## config.mk

```make
export PLATFORM = sky130hd
export DESIGN_NAME = spm_pin_mux
export DESIGN_NICKNAME = d
export VERILOG_FILES = /design/src/design/spm_pkg.sv /design/src/design/spm_strap_capture.sv /design/src/design/spm_pin_mux.sv
export VERILOG_INCLUDE_DIRS = /design/src /design/src/design
export SDC_FILE = /design/constraint.sdc
export NUM_CORES = 1
export LEC_CHECK = 0
export ABC_AREA = 1
export BUFFER_PORTS_ARGS = -buffer_cell sky130_fd_sc_hd__buf_2
export CAP_MARGIN = 10
export CORE_ASPECT_RATIO = 0.75
export CORE_UTILIZATION = 30
export DETAILED_ROUTE_END_ITERATION = 8
export HOLD_SLACK_MARGIN = 0.08
export SYNTH_ARGS = -nofsm -noshare
export SYNTH_HDL_FRONTEND = slang
export SYNTH_HIERARCHICAL = 1
export SYNTH_SLANG_ARGS = --single-unit
```

## constraint.sdc

```tcl
create_clock -name mclk -period 1.2 [get_ports mclk]
set_input_delay 0.06 -clock mclk [delete_from_list [all_inputs] [get_ports mclk]]
set_output_delay 0.06 -clock mclk [all_outputs]
set_load 0.02 [all_outputs]
```

## src/design/spm_params.svh

```systemverilog
`ifndef SPM_PARAMS_SVH
`define SPM_PARAMS_SVH

// ----------------------------------------------------------------
// register offsets (byte addresses, one word each)
// ----------------------------------------------------------------
`define SPM_OFS_FSEL_LO 8'h00
`define SPM_OFS_FSEL_HI 8'h04
`define SPM_OFS_GPIO_DIR 8'h08
`define SPM_OFS_GPIO_OUT 8'h0c
`define SPM_OFS_GPIO_IN 8'h10
`define SPM_OFS_FUNC_CTRL 8'h14
`define SPM_OFS_STATUS 8'h18

// ----------------------------------------------------------------
// reset values
// ----------------------------------------------------------------
`define SPM_RST_FSEL 64'h0
`define SPM_RST_WORD 32'h0
`define SPM_RST_CTRL 6'h0
`define SPM_RST_ID 3'h0

// ----------------------------------------------------------------
// function control bit positions
// ----------------------------------------------------------------
`define SPM_CTL_T0_OUT 0
`define SPM_CTL_T1_OUT 1
`define SPM_CTL_TSYN_OUT 2
`define SPM_CTL_RSYN_OUT 3
`define SPM_CTL_RSYN_LANE_B 4
`define SPM_CTL_RCLK_LANE_C 5
`define SPM_CTL_WIDTH 6

// ----------------------------------------------------------------
// status field positions
// ----------------------------------------------------------------
`define SPM_ST_ID_LSB 0
`define SPM_ST_ID_VALID 3
`define SPM_ST_REQ_LSB 4

// ----------------------------------------------------------------
// physical line assignment of the shared group
// ----------------------------------------------------------------
`define SPM_LN_STRAP0 0
`define SPM_LN_COUNTER_LINE_0 1
`define SPM_LN_COUNTER_LINE_1 2
`define SPM_LN_TSYN 3
`define SPM_LN_TCLK 4
`define SPM_LN_TDAT 5
`define SPM_LN_RSYN 6
`define SPM_LN_RCLK 7
`define SPM_LN_RDAT 8
`define SPM_LN_REQ_FIRST 3
`define SPM_NUM_REQ 6
`define SPM_NUM_MUXED 9
`define SPM_ID_WIDTH 3

`endif

```

## src/design/spm_pkg.sv

```systemverilog
package spm_pkg;

  // per-line function select code
  typedef enum logic [1:0] {
    SPM_FN_GPIO = 2'h0,
    SPM_FN_PERIPH = 2'h1,
    SPM_FN_REQ = 2'h2,
    SPM_FN_NONE = 2'h3
  } spm_func_t;

  typedef logic [2:0] spm_id_t;

endpackage

```

## src/design/spm_strap_capture.sv

```systemverilog
`timescale 1ns/1ps
`default_nettype none
`include "spm_params.svh"

module spm_strap_capture (
  input wire logic mclk,
  input wire logic srst,
  input wire logic power_on_reset_in,
  input wire spm_pkg::spm_id_t strap_in,
  output spm_pkg::spm_id_t id_ff,
  output logic id_valid_ff
);
  import spm_pkg::*;

  logic por_prev_ff;

  // ----------------------------------------------------------------
  // release detect: low in one cycle, high in the next
  // ----------------------------------------------------------------
  always_ff @(posedge mclk) begin
    if (srst) begin
      por_prev_ff <= 1'b0;
    end else begin
      por_prev_ff <= power_on_reset_in;
    end
  end

  // straps taken once per release; later strap moves are ignored
  // capture on release
  always_ff @(posedge mclk) begin
    if (srst) begin
      id_ff <= `SPM_RST_ID;
      id_valid_ff <= 1'b0;
    end else if (!power_on_reset_in) begin
      id_valid_ff <= 1'b0;
    end else if (!por_prev_ff) begin
      id_ff <= strap_in;
      id_valid_ff <= 1'b1;
    end
  end

endmodule // spm_strap_capture
`default_nettype wire

```

## src/design/spm_pin_mux.sv

```systemverilog
// Function
// - selected function alone owns each line
// - 32 lines: gpio or dedicated in/out
// - identity straps captured at reset release
// - counter lines direction set by configuration
// - request lines forwarded to interrupt controller
// - tx data output carries lane D
// - rx frame sync input may be lane B
// - rx clock output may be lane C
// - rx data input also feeds lane A
//
// Added by the designer: the register addresses and the address-and-strobe port.
`timescale 1ns/1ps
`default_nettype none
`include "spm_params.svh"

module spm_pin_mux #(
  parameter int NUM_LINES = 32
) (
  input wire logic mclk,
  input wire logic srst,
  input wire logic power_on_reset_in,
  input wire logic [7:0] reg_addr,
  input wire logic [31:0] reg_wdata,
  input wire logic reg_wr,
  input wire logic reg_rd,
  output logic [31:0] reg_rdata,
  input wire logic [NUM_LINES-1:0] pad_in,
  output logic [NUM_LINES-1:0] pad_out,
  output logic [NUM_LINES-1:0] pad_oe,
  input wire logic counter_line_0_out,
  input wire logic counter_line_1_out,
  output logic counter_line_0_in,
  output logic counter_line_1_in,
  input wire logic serial3_tx_frame_sync_out,
  output logic serial3_tx_frame_sync,
  output logic serial3_tx_clock,
  input wire logic serial3_lane_d_out,
  input wire logic serial3_rx_frame_sync_out,
  output logic serial3_rx_frame_sync,
  output logic serial3_lane_b,
  output logic serial3_rx_clock,
  input wire logic serial3_lane_c_out,
  output logic serial3_rx_data,
  output logic serial3_lane_a,
  output logic [`SPM_NUM_REQ:1] ext_request_line,
  output spm_pkg::spm_id_t host_port_id,
  output logic host_port_id_valid
);
  import spm_pkg::*;

  // ----------------------------------------------------------------
  // elaboration check
  // ----------------------------------------------------------------
  // the select registers hold exactly 32 two-bit fields
  if (NUM_LINES != 32) begin : g_bad_lines
    $error("spm_pin_mux: NUM_LINES must be 32");
  end

  // ----------------------------------------------------------------
  // state
  // ----------------------------------------------------------------
  logic [63:0] fsel_ff;
  logic [31:0] gpio_dir_ff;
  logic [31:0] gpio_out_ff;
  logic [`SPM_CTL_WIDTH-1:0] ctrl_ff;
  logic [31:0] rdata_ff;
  logic [NUM_LINES-1:0] pad_out_ff;
  logic [NUM_LINES-1:0] pad_oe_ff;
  logic [NUM_LINES-1:0] nxt_pad_out;
  logic [NUM_LINES-1:0] nxt_pad_oe;
  logic [8:0] to_core_ff;
  logic [8:0] nxt_to_core;
  logic [`SPM_NUM_REQ:1] req_ff;
  logic [`SPM_NUM_REQ:1] nxt_req;
  logic [31:0] nxt_rdata;
  logic cfg_rst;
  spm_id_t id_ff;
  logic id_valid_ff;

  // function select of one line
  function automatic spm_func_t line_fn(input logic [63:0] sel, input int idx);
    line_fn = spm_func_t'(sel[2*idx +: 2]);
  endfunction

  // configuration returns to defaults on either reset
  assign cfg_rst = srst | ~power_on_reset_in;

  // ----------------------------------------------------------------
  // register writes
  // ----------------------------------------------------------------
  // software steers the mux through these fields
  always_ff @(posedge mclk) begin
    if (cfg_rst) begin
      fsel_ff <= `SPM_RST_FSEL;
      gpio_dir_ff <= `SPM_RST_WORD;
      gpio_out_ff <= `SPM_RST_WORD;
      ctrl_ff <= `SPM_RST_CTRL;
    end else if (reg_wr) begin
      case (reg_addr)
        `SPM_OFS_FSEL_LO: fsel_ff[31:0] <= reg_wdata;
        `SPM_OFS_FSEL_HI: fsel_ff[63:32] <= reg_wdata;
        `SPM_OFS_GPIO_DIR: gpio_dir_ff <= reg_wdata;
        `SPM_OFS_GPIO_OUT: gpio_out_ff <= reg_wdata;
        `SPM_OFS_FUNC_CTRL: ctrl_ff <= reg_wdata[`SPM_CTL_WIDTH-1:0];
        default: ; // read-only or unmapped: write ignored
      endcase
    end
  end

  // ----------------------------------------------------------------
  // register reads
  // ----------------------------------------------------------------
  always_comb begin
    nxt_rdata = 32'h0;
    case (reg_addr)
      `SPM_OFS_FSEL_LO: nxt_rdata = fsel_ff[31:0];
      `SPM_OFS_FSEL_HI: nxt_rdata = fsel_ff[63:32];
      `SPM_OFS_GPIO_DIR: nxt_rdata = gpio_dir_ff;
      `SPM_OFS_GPIO_OUT: nxt_rdata = gpio_out_ff;
      `SPM_OFS_GPIO_IN: nxt_rdata = pad_in;
      `SPM_OFS_FUNC_CTRL: nxt_rdata[`SPM_CTL_WIDTH-1:0] = ctrl_ff;
      `SPM_OFS_STATUS: begin
        nxt_rdata[`SPM_ST_ID_LSB +: `SPM_ID_WIDTH] = id_ff;
        nxt_rdata[`SPM_ST_ID_VALID] = id_valid_ff;
        nxt_rdata[`SPM_ST_REQ_LSB +: `SPM_NUM_REQ] = req_ff;
      end
      default: nxt_rdata = 32'h0;
    endcase
  end

  // data stand only in the cycle after the strobe, zero otherwise
  always_ff @(posedge mclk) begin
    if (srst) begin
      rdata_ff <= `SPM_RST_WORD;
    end else begin
      rdata_ff <= reg_rd ? nxt_rdata : `SPM_RST_WORD;
    end
  end

  // ----------------------------------------------------------------
  // pad drive
  // ----------------------------------------------------------------
  // one owner per line
  always_comb begin
    nxt_pad_out = '0;
    nxt_pad_oe = '0;
    for (int i = 0; i < NUM_LINES; i++) begin
      if (line_fn(fsel_ff, i) == SPM_FN_GPIO) begin
        nxt_pad_out[i] = gpio_out_ff[i];
        nxt_pad_oe[i] = gpio_dir_ff[i];
      end
    end
    if (line_fn(fsel_ff, `SPM_LN_COUNTER_LINE_0) == SPM_FN_PERIPH) begin
      nxt_pad_out[`SPM_LN_COUNTER_LINE_0] = counter_line_0_out;
      nxt_pad_oe[`SPM_LN_COUNTER_LINE_0] = ctrl_ff[`SPM_CTL_T0_OUT];
    end
    if (line_fn(fsel_ff, `SPM_LN_COUNTER_LINE_1) == SPM_FN_PERIPH) begin
      nxt_pad_out[`SPM_LN_COUNTER_LINE_1] = counter_line_1_out;
      nxt_pad_oe[`SPM_LN_COUNTER_LINE_1] = ctrl_ff[`SPM_CTL_T1_OUT];
    end
    // tx frame sync may go either way
    if (line_fn(fsel_ff, `SPM_LN_TSYN) == SPM_FN_PERIPH) begin
      nxt_pad_out[`SPM_LN_TSYN] = serial3_tx_frame_sync_out;
      nxt_pad_oe[`SPM_LN_TSYN] = ctrl_ff[`SPM_CTL_TSYN_OUT];
    end
    if (line_fn(fsel_ff, `SPM_LN_TCLK) == SPM_FN_PERIPH) begin
      nxt_pad_oe[`SPM_LN_TCLK] = 1'b0;
    end
    if (line_fn(fsel_ff, `SPM_LN_TDAT) == SPM_FN_PERIPH) begin
      nxt_pad_out[`SPM_LN_TDAT] = serial3_lane_d_out;
      nxt_pad_oe[`SPM_LN_TDAT] = 1'b1;
    end
    // lane B use forces rx sync to input
    if (line_fn(fsel_ff, `SPM_LN_RSYN) == SPM_FN_PERIPH) begin
      nxt_pad_out[`SPM_LN_RSYN] = serial3_rx_frame_sync_out;
      nxt_pad_oe[`SPM_LN_RSYN] = ctrl_ff[`SPM_CTL_RSYN_OUT] & ~ctrl_ff[`SPM_CTL_RSYN_LANE_B];
    end
    // rx clock line outputs lane C
    if (line_fn(fsel_ff, `SPM_LN_RCLK) == SPM_FN_PERIPH) begin
      nxt_pad_out[`SPM_LN_RCLK] = serial3_lane_c_out;
      nxt_pad_oe[`SPM_LN_RCLK] = ctrl_ff[`SPM_CTL_RCLK_LANE_C];
    end
    // rx data and request lines are inputs only
    if (line_fn(fsel_ff, `SPM_LN_RDAT) != SPM_FN_GPIO) begin
      nxt_pad_oe[`SPM_LN_RDAT] = 1'b0;
    end
    // lines stay released while power-on reset holds so straps read clean
    if (!power_on_reset_in) begin
      nxt_pad_oe = '0;
    end
  end

  always_ff @(posedge mclk) begin
    if (srst) begin
      pad_out_ff <= '0;
      pad_oe_ff <= '0;
    end else begin
      pad_out_ff <= nxt_pad_out;
      pad_oe_ff <= nxt_pad_oe;
    end
  end

  // ----------------------------------------------------------------
  // inputs toward the peripherals
  // ----------------------------------------------------------------
  // unselected destinations see zero so no stray edges leak in
  always_comb begin
    nxt_to_core = '0;
    if (line_fn(fsel_ff, `SPM_LN_COUNTER_LINE_0) == SPM_FN_PERIPH && !ctrl_ff[`SPM_CTL_T0_OUT]) begin
      nxt_to_core[0] = pad_in[`SPM_LN_COUNTER_LINE_0];
    end
    if (line_fn(fsel_ff, `SPM_LN_COUNTER_LINE_1) == SPM_FN_PERIPH && !ctrl_ff[`SPM_CTL_T1_OUT]) begin
      nxt_to_core[1] = pad_in[`SPM_LN_COUNTER_LINE_1];
    end
    if (line_fn(fsel_ff, `SPM_LN_TSYN) == SPM_FN_PERIPH && !ctrl_ff[`SPM_CTL_TSYN_OUT]) begin
      nxt_to_core[2] = pad_in[`SPM_LN_TSYN];
    end
    if (line_fn(fsel_ff, `SPM_LN_TCLK) == SPM_FN_PERIPH) begin
      nxt_to_core[3] = pad_in[`SPM_LN_TCLK];
    end
    // rx sync input as lane B
    if (line_fn(fsel_ff, `SPM_LN_RSYN) == SPM_FN_PERIPH && !nxt_pad_oe[`SPM_LN_RSYN]) begin
      if (ctrl_ff[`SPM_CTL_RSYN_LANE_B]) begin
        nxt_to_core[5] = pad_in[`SPM_LN_RSYN];
      end else begin
        nxt_to_core[4] = pad_in[`SPM_LN_RSYN];
      end
    end
    if (line_fn(fsel_ff, `SPM_LN_RCLK) == SPM_FN_PERIPH && !ctrl_ff[`SPM_CTL_RCLK_LANE_C]) begin
      nxt_to_core[6] = pad_in[`SPM_LN_RCLK];
    end
    // rx data line feeds lane A
    if (line_fn(fsel_ff, `SPM_LN_RDAT) == SPM_FN_PERIPH) begin
      nxt_to_core[7] = pad_in[`SPM_LN_RDAT];
      nxt_to_core[8] = pad_in[`SPM_LN_RDAT];
    end
  end

  // request lines, active low on the pin
  always_comb begin
    nxt_req = '0;
    for (int k = 1; k <= `SPM_NUM_REQ; k++) begin
      if (line_fn(fsel_ff, `SPM_LN_REQ_FIRST + k - 1) == SPM_FN_REQ) begin
        nxt_req[k] = ~pad_in[`SPM_LN_REQ_FIRST + k - 1];
      end
    end
  end

  always_ff @(posedge mclk) begin
    if (srst) begin
      to_core_ff <= '0;
      req_ff <= '0;
    end else begin
      to_core_ff <= nxt_to_core;
      req_ff <= nxt_req;
    end
  end

  // ----------------------------------------------------------------
  // identity straps
  // ----------------------------------------------------------------
  // relies on straps steady at release
  spm_strap_capture u_strap (
    .mclk(mclk),
    .srst(srst),
    .power_on_reset_in(power_on_reset_in),
    .strap_in(pad_in[`SPM_LN_STRAP0 +: `SPM_ID_WIDTH]),
    .id_ff(id_ff),
    .id_valid_ff(id_valid_ff)
  );

  // ----------------------------------------------------------------
  // outputs
  // ----------------------------------------------------------------
  assign reg_rdata = rdata_ff;
  assign pad_out = pad_out_ff;
  assign pad_oe = pad_oe_ff;
  assign counter_line_0_in = to_core_ff[0];
  assign counter_line_1_in = to_core_ff[1];
  assign serial3_tx_frame_sync = to_core_ff[2];
  assign serial3_tx_clock = to_core_ff[3];
  assign serial3_rx_frame_sync = to_core_ff[4];
  assign serial3_lane_b = to_core_ff[5];
  assign serial3_rx_clock = to_core_ff[6];
  assign serial3_rx_data = to_core_ff[7];
  assign serial3_lane_a = to_core_ff[8];
  assign ext_request_line = req_ff;
  assign host_port_id = id_ff;
  assign host_port_id_valid = id_valid_ff;

endmodule // spm_pin_mux
`default_nettype wire

```

==> impl_results.md, run 1 <==
- Status: complete, but fails checks
- Violated checks: setup timing
- Endpoints failing hold: 0
- Post-synth ARST share: 0%
- Worst min-delay path class: primary input to flop
- Clock slew at reported path FFs: 0.06 ns
- RSZ-0062 raised after global routing: no
- H-Tree Depth: 1
- Worst Skew: 0.01340 ns
- Final wirelength: 35,000 um
- Final WS setup: -0.006425 ns
- Row cnt: 56
- Synth cell count leaders: nor2_1, dfxtp_1, nand2_1, o21ai_0, nand3_1
- Total gr overflow: 0
- Power Density: 1374 mW/mm^2
- Final worst-path cycle share: 100.5%
- Largest net degree at the start of global routing: 37
- VDD IR max: 744.2 uV
- Setup crit start: srst
- Simple-gate portion of the synthesized area: 26.82%
- Total power: 18.43 mW
- Ratio of cells with drive above 1 in the final layout: 21.54%
- WP data arrival: 1.60 ns
- Critical Path Most Common Cell: buf_12
- Max Cap Viol: 0
- FF-to-FF path depth: 3
- Ys Warns: 6
- Buf/Inv on CP: 5
- Area delta synth->final: 39.98%
- Synth Register Bits: 249
- Final Max Tran Viols: 0
- Post-synth EDFFs: 0
- Mux contribution to synthesized area: 0%
- Num CTS Buffers: 27
- Clk pwr share: 49.2%
- Crit. End Element: flop
- Starting density of the core: 30.59%
- Primary FF master, synth: dfxtp_1
- # clock sinks: 249
- Switch Pwr: 4.194 mW
- Slew Limit Headroom: 68.37%
- Hold depth: 5
- Vias per cell: 4.780
- TritonCTS clock tree: done
- Period minus WS final: 1.206 ns
- Fin nets: 1,674
- Dpl ws: -0.2991 ns
- XOR/XNOR share of the synthesized area: 0%
- Antenna diodes: 0
- Clock buffer depth: 3
- DP Wirelength: 25,330 um
- Final setup violation count: 1
- Slew @ Worst Pin: 0.4732 ns
- Routability cong.: 0.8627
- CP startpoint kind: primary input
- Chip width: 208.4 um
- Int Pwr: 14.24 mW
- Via Count: 9,641
- Placed cell area: 0.01167 mm^2
- Die footprint: 0.03266 mm^2
- Crit-path max cell delay: 0.60 ns
- Synthesized area: 0.009582 mm^2
- Syn avg cell area: 7.468 um^2
- Sequential power share: 45.0%
- R2r startpoint: fsel_ff[20]
- Top cell type's share of synthesized area: 52.02%
- Largest delay share family, worst path: buffers and inverters
- FF-to-FF End: pad_oe[10]
- Post-layout util: 42.83%
- Vias in the first global route: 9,080
- Switching share of total power: 22.76%
- First-pass GRT wire length: 52,690 um
- LEAKAGE: 5.631 nW
- Post-synthesis compound-gate area fraction: 13.07%
- Clk_lat worst skew: 0.55 ns
- Cell count after synthesis: 1,283
- Yosys cell types: 26
- Initial antenna violation count: 0
- CP required: 1.59 ns
- Antenna viol nets, final: 0
- Die extent in y: 156.8 um
- DR WL/cell: 17.35 um
- Ranking of synthesized cells by area: dfxtp_1, nor2_1, nand2_1, o21ai_0, nand3_1
- FMAX: 0.8289 GHz
- Post-CTS setup buffers: 0
- Crit path kind: primary input to flop
- Slowest library cell on the worst path: dlygate4sd3_1
- Port bufs: 197
- Cell accounting for the most synthesized area: dfxtp_1
- Final hold slack: 0.1134 ns
- Drt pass-1 iters: 5
- Comb pwr share: 5.8%
- Critical path, cell by cell: buf_2, inv_1, dlygate4sd3_1, buf_12, buf_12, nand2_1, nor3_1
- Syn Nets: 1,366
- Num ports: 198
- First-iteration detailed-routing DRC count: 738
- Hold Path Sink: pad_out[31]
- Crit Path Max Fanout: 11
- Seq/Total Area, Yosys: 52.02%
- DR DRC count: 0
- Synth Area in Adders: 0%
- Cell depth of the worst setup path: 7
- Core area: 0.03132 mm^2
- Most numerous cell in the Yosys netlist: nor2_1
- Largest family of logic cells by synthesized area: simple AND/OR/NAND/NOR gates
- Clock root buffer: clkbuf_16
- Reg-to-reg slack, setup: 0.09 ns
- Hold Crit Start: srst
- GRT Resource Usage Total: 20.97%
- Fin area: 0.01341 mm^2
-- worst reg2reg max path, stage by stage (launching register included) --
cell	delay [ns]
dfxtp_1	0.33
nor2_1	0.16
nand2_1	0.11
nor3_1	0.37
-- per-stage QoR --
| step | setup TNS (ns) | cells |
|---|---|---|
| finish | -0.006425 | 2017 |
| global route | 0 | 2017 |
| CTS | 0 | 2017 |
| detailed placement | -27.69 | 1893 |
| global placement | -21.56 | 1893 |
| floorplan | 0 | 1283 |
-- cell usage in the layout (no fill, tap or decap), types with 21 or more instances in the layout --
master / n
a21oi_1: 98
buf_12: 31
buf_2: 192
buf_4: 49
clkbuf_16: 27
dfxtp_1: 246
dlygate4sd3_1: 75
inv_1: 100
nand2_1: 186
nand3_1: 122
nor2_1: 252
nor3_1: 24
o21ai_0: 128
o21ai_1: 21
-- worst max-delay path by stage --
stage,to,slack [ns]
global route,fsel_ff[51],0.0009
floorplan,fsel_ff[15],0.12
finish,pad_oe[10],-0.006
global placement,fsel_ff[28],-0.25
detailed placement,fsel_ff[31],-0.30
CTS,ext_request_line[4],0.003
-- cell type report --
type | instances | area [um^2]
clock buffers | 34 | 742.0
clock inverters | 15 | 224.0
fillers | 3214 | 17910
inverters | 107 | 407.9
multi-input cells | 857 | 3824
flip-flops and latches | 249 | 4989
well taps | 406 | 508.0
repair buffers | 349 | 2719
-- layer usage --
| layer | share of wire, % | GRT usage, % |
|---|---|---|
| met5 | 0 | 0 |
| met4 | 2.6 | 5.855 |
| met3 | 8.2 | 3.773 |
| met2 | 41 | 30.59 |
| met1 | 48 | 31.12 |
-- sequential cells by signal, indices dropped and copies added, names as in the netlist --
| signal | cells |
|---|---|
| u_strap/id_valid_ff | 1 |
| fsel_ff | 64 |
| reg_rdata | 32 |
| pad_oe | 32 |
| u_strap/id_ff | 3 |
| pad_out | 32 |
| ctrl_ff | 6 |
| u_strap/por_prev_ff | 1 |
| gpio_dir_ff | 32 |
| to_core_ff | 8 |
| ext_request_line | 6 |
| gpio_out_ff | 32 |
-- power by group through the flow --
| stage | clock, mW | sequential, mW | combinational [mW] |
|---|---|---|---|
| 6_report | 9.06 | 8.29 | 1.07 |
| 3_5_place_dp | 0 | 8.48 | 0.864 |
| 3_3_place_gp | 0 | 8.48 | 0.858 |
| 2_1_floorplan | 0 | 8.49 | 0.330 |
| 4_1_cts | 9.21 | 8.29 | 1.06 |
| 5_1_grt | 9.60 | 8.29 | 1.16 |
-- logic make-up after synthesis --
family                 Yosys count
AO/OA/AOI/OAI                  249
buffers and inverters          177
flip-flops                     249
AND/OR/NAND/NOR                608
-- what timing repair did --
item,4_1_cts,5_1_grt
pin swaps,0,0
gates resized for setup,2,9
hold buffers,75,0
endpoints found under the setup margin,2,7
endpoints found under the hold margin,192,0
Note: power is estimated with default switching activity, not from simulation.
==> run 2, diff against run 1 <==
==> constraint.sdc (replaced) <==
create_clock -name mclk -period 1.5 [get_ports mclk]
set_input_delay 0.15 -clock mclk [delete_from_list [all_inputs] [get_ports mclk]]
set_output_delay 0.15 -clock mclk [all_outputs]
set_load 0.02 [all_outputs]
==> run 2 against run 1 <==
  * The run now ends clean
  * Via count fell by 1.6%
  * Wire length is 0.75% lower
  * Register-to-register slack gained 0.04 ns
  * Total power decreased by 19%
  * Critical endpoint is now ext_request_line[1]
  * Critical path depth is 4 lower
  * Largest cell class unchanged
  * Critical path type is now flop to flop
  * Flip-flop and latch count unchanged
  * Clock-buffer cell count increased by 1
==> impl_results.md, run 2 (same netlist as run 1, synthesis figures left out) <==
- Port bufs: 197
- Clk_lat worst skew: 0.54 ns
- Initial antenna violation count: 0
- FF-to-FF path depth: 3
- Placed cell area: 0.01142 mm^2
- DR WL/cell: 17.44 um
- Crit path kind: flop to flop
- Chip width: 208.4 um
- Ratio of cells with drive above 1 in the final layout: 20.43%
- WP data arrival: 1.85 ns
- Slew Limit Headroom: 53.16%
- Vias per cell: 4.764
- Antenna viol nets, final: 0
- FMAX: 0.7284 GHz
- Status: completed
- Critical path, cell by cell: inv_1, nor4_2, dlygate4sd3_1
- First-iteration detailed-routing DRC count: 667
- # clock sinks: 249
- VDD IR max: 585.8 uV
- Clock slew at reported path FFs: 0.06 ns
- Num ports: 198
- Setup crit start: fsel_ff[7]
- H-Tree Depth: 1
- Reg-to-reg slack, setup: 0.13 ns
- CP required: 1.98 ns
- Largest delay share family, worst path: buffers and inverters
- Power Density: 1140 mW/mm^2
- Post-CTS setup buffers: 0
- RSZ-0062 raised after global routing: no
- Final Max Tran Viols: 0
- Fin area: 0.01314 mm^2
- Slowest library cell on the worst path: dlygate4sd3_1
- Number of cells after detailed placement: 1,874
- Via Count: 9,489
- Fin nets: 1,651
- Area delta synth->final: 37.14%
- Max Cap Viol: 0
- Largest Register: fsel_ff
- TritonCTS clock tree: done
- Num CTS Buffers: 27
- Critical path capture point: ext_request_line[1]
- Largest net degree at the start of global routing: 48
- Total gr overflow: 0
- First-pass GRT wire length: 52,690 um
- Final wirelength: 34,740 um
- Most frequent cells in the layout: nor2_1, dfxtp_1, buf_2
- Row cnt: 56
- DP Wirelength: 24,740 um
- Number of flip-flops in the largest register: 64
- Worst Skew: 0.01046 ns
- Core area: 0.03132 mm^2
- DR DRC count: 0
- CP startpoint kind: flop
- Clock buffer depth: 3
- R2r startpoint: fsel_ff[7]
- Commonest non-fill, non-tap cell in the layout: nor2_1
- LEAKAGE: 5.500 nW
- Drt pass-1 iters: 5
- Endpoints failing hold: 0
- Crit-path max cell delay: 0.56 ns
- Slew @ Worst Pin: 0.6849 ns
- GRT Resource Usage Total: 21.01%
- Post-layout instance count excluding filler cells: 1,992
- Worst min-delay path class: primary input to flop
- Clock root buffer: clkbuf_16
- FF-to-FF End: ext_request_line[1]
- Die extent in y: 156.8 um
- Crit Path Max Fanout: 6
- Buf/Inv on CP: 2
- Vias in the first global route: 9,037
- Antenna diodes: 0
- Cell depth of the worst setup path: 3
- Die footprint: 0.03266 mm^2
- Routability cong.: 0.8528
- Period minus WS final: 1.373 ns
- Crit. End Element: flop
- Final setup violation count: 0
- Final worst-path cycle share: 91.52%
- Starting density of the core: 30.59%
==> run 2: cell types whose count changed in the layout (fill, tap and decap cells not counted), moves of 2 or more <==
cell and delta:
buf_4 -13, buf_12 -9, buf_2 +5, dlygate4sd3_1 -4
dfxtp_1 +3, dfxtp_2 -3, bufinv_16 +2, clkbuf_8 +2
clkinv_2 -2, clkinvlp_4 -2
==> run 2: layout make-up <==
type,instances,area (um^2)
well taps,406,508.0
repair buffers,326,2407
inverters,107,404.1
multi-input cells,857,3829
flip-flops and latches,249,4985
clock inverters,12,241.5
fillers,3181,18180
clock buffers,35,765.7
==> run 2: worst reg2reg max path, stage by stage (launching register included) <==
cell and delay (ns):
dfxtp_1 0.40, inv_1 0.14, nor4_2 0.22, dlygate4sd3_1 0.56
==> run 2: worst min path at each step <==
stage               from             endpoint  slack, ns  depth (start not counted)
4_1_cts             srst  ext_request_line[4]       0.08                          3
2_1_floorplan  pad_in[5]  ext_request_line[3]       0.23                          1
3_5_place_dp   pad_in[4]  ext_request_line[2]       0.36                          2
5_1_grt             srst  ext_request_line[4]       0.11                          3
6_report            srst  ext_request_line[4]       0.09                          3
3_3_place_gp   pad_in[8]  ext_request_line[6]       0.36                          2
==> run 2: power breakdown <==
group / switching, mW / internal (mW)
Sequential: 0.0104 / 6.62
Combinational: 0.457 / 0.336
Clock: 2.78 / 4.78
==> run 2: repair_timing <==
| action | in CTS | in global routing |
|---|---|---|
| hold endpoints to repair | 188 | 0 |
| resized for setup | 0 | 1 |
| hold buffers | 71 | 0 |
| setup endpoints to repair | 0 | 1 |
==> run 2: routing by layer <==
metal  track usage (%)  routed length [um]  vias to the layer above
met4             5.362                 688                        0
li1                  -                   -                     4712
met1             30.92               16830                     4376
met2             31.41               14660                      351
met5                 0                   0                        -
met3             3.572                2560                       50
==> run 2: per-stage QoR <==
step           total power [mW]  hold WS, ns  worst slack, ns  util [%]  TNS [ns]
6_report                  14.98      0.08570           0.1272     41.95         0
3_3_place_gp              7.421       0.3584         -0.07688     36.45   -0.1324
3_5_place_dp              7.426       0.3599         -0.05728     36.45   -0.2026
5_1_grt                   15.45       0.1096          0.03337     41.95         0
4_1_cts                   15.13      0.08268           0.1284     41.93         0
2_1_floorplan             7.055       0.2263           0.3265         -         0
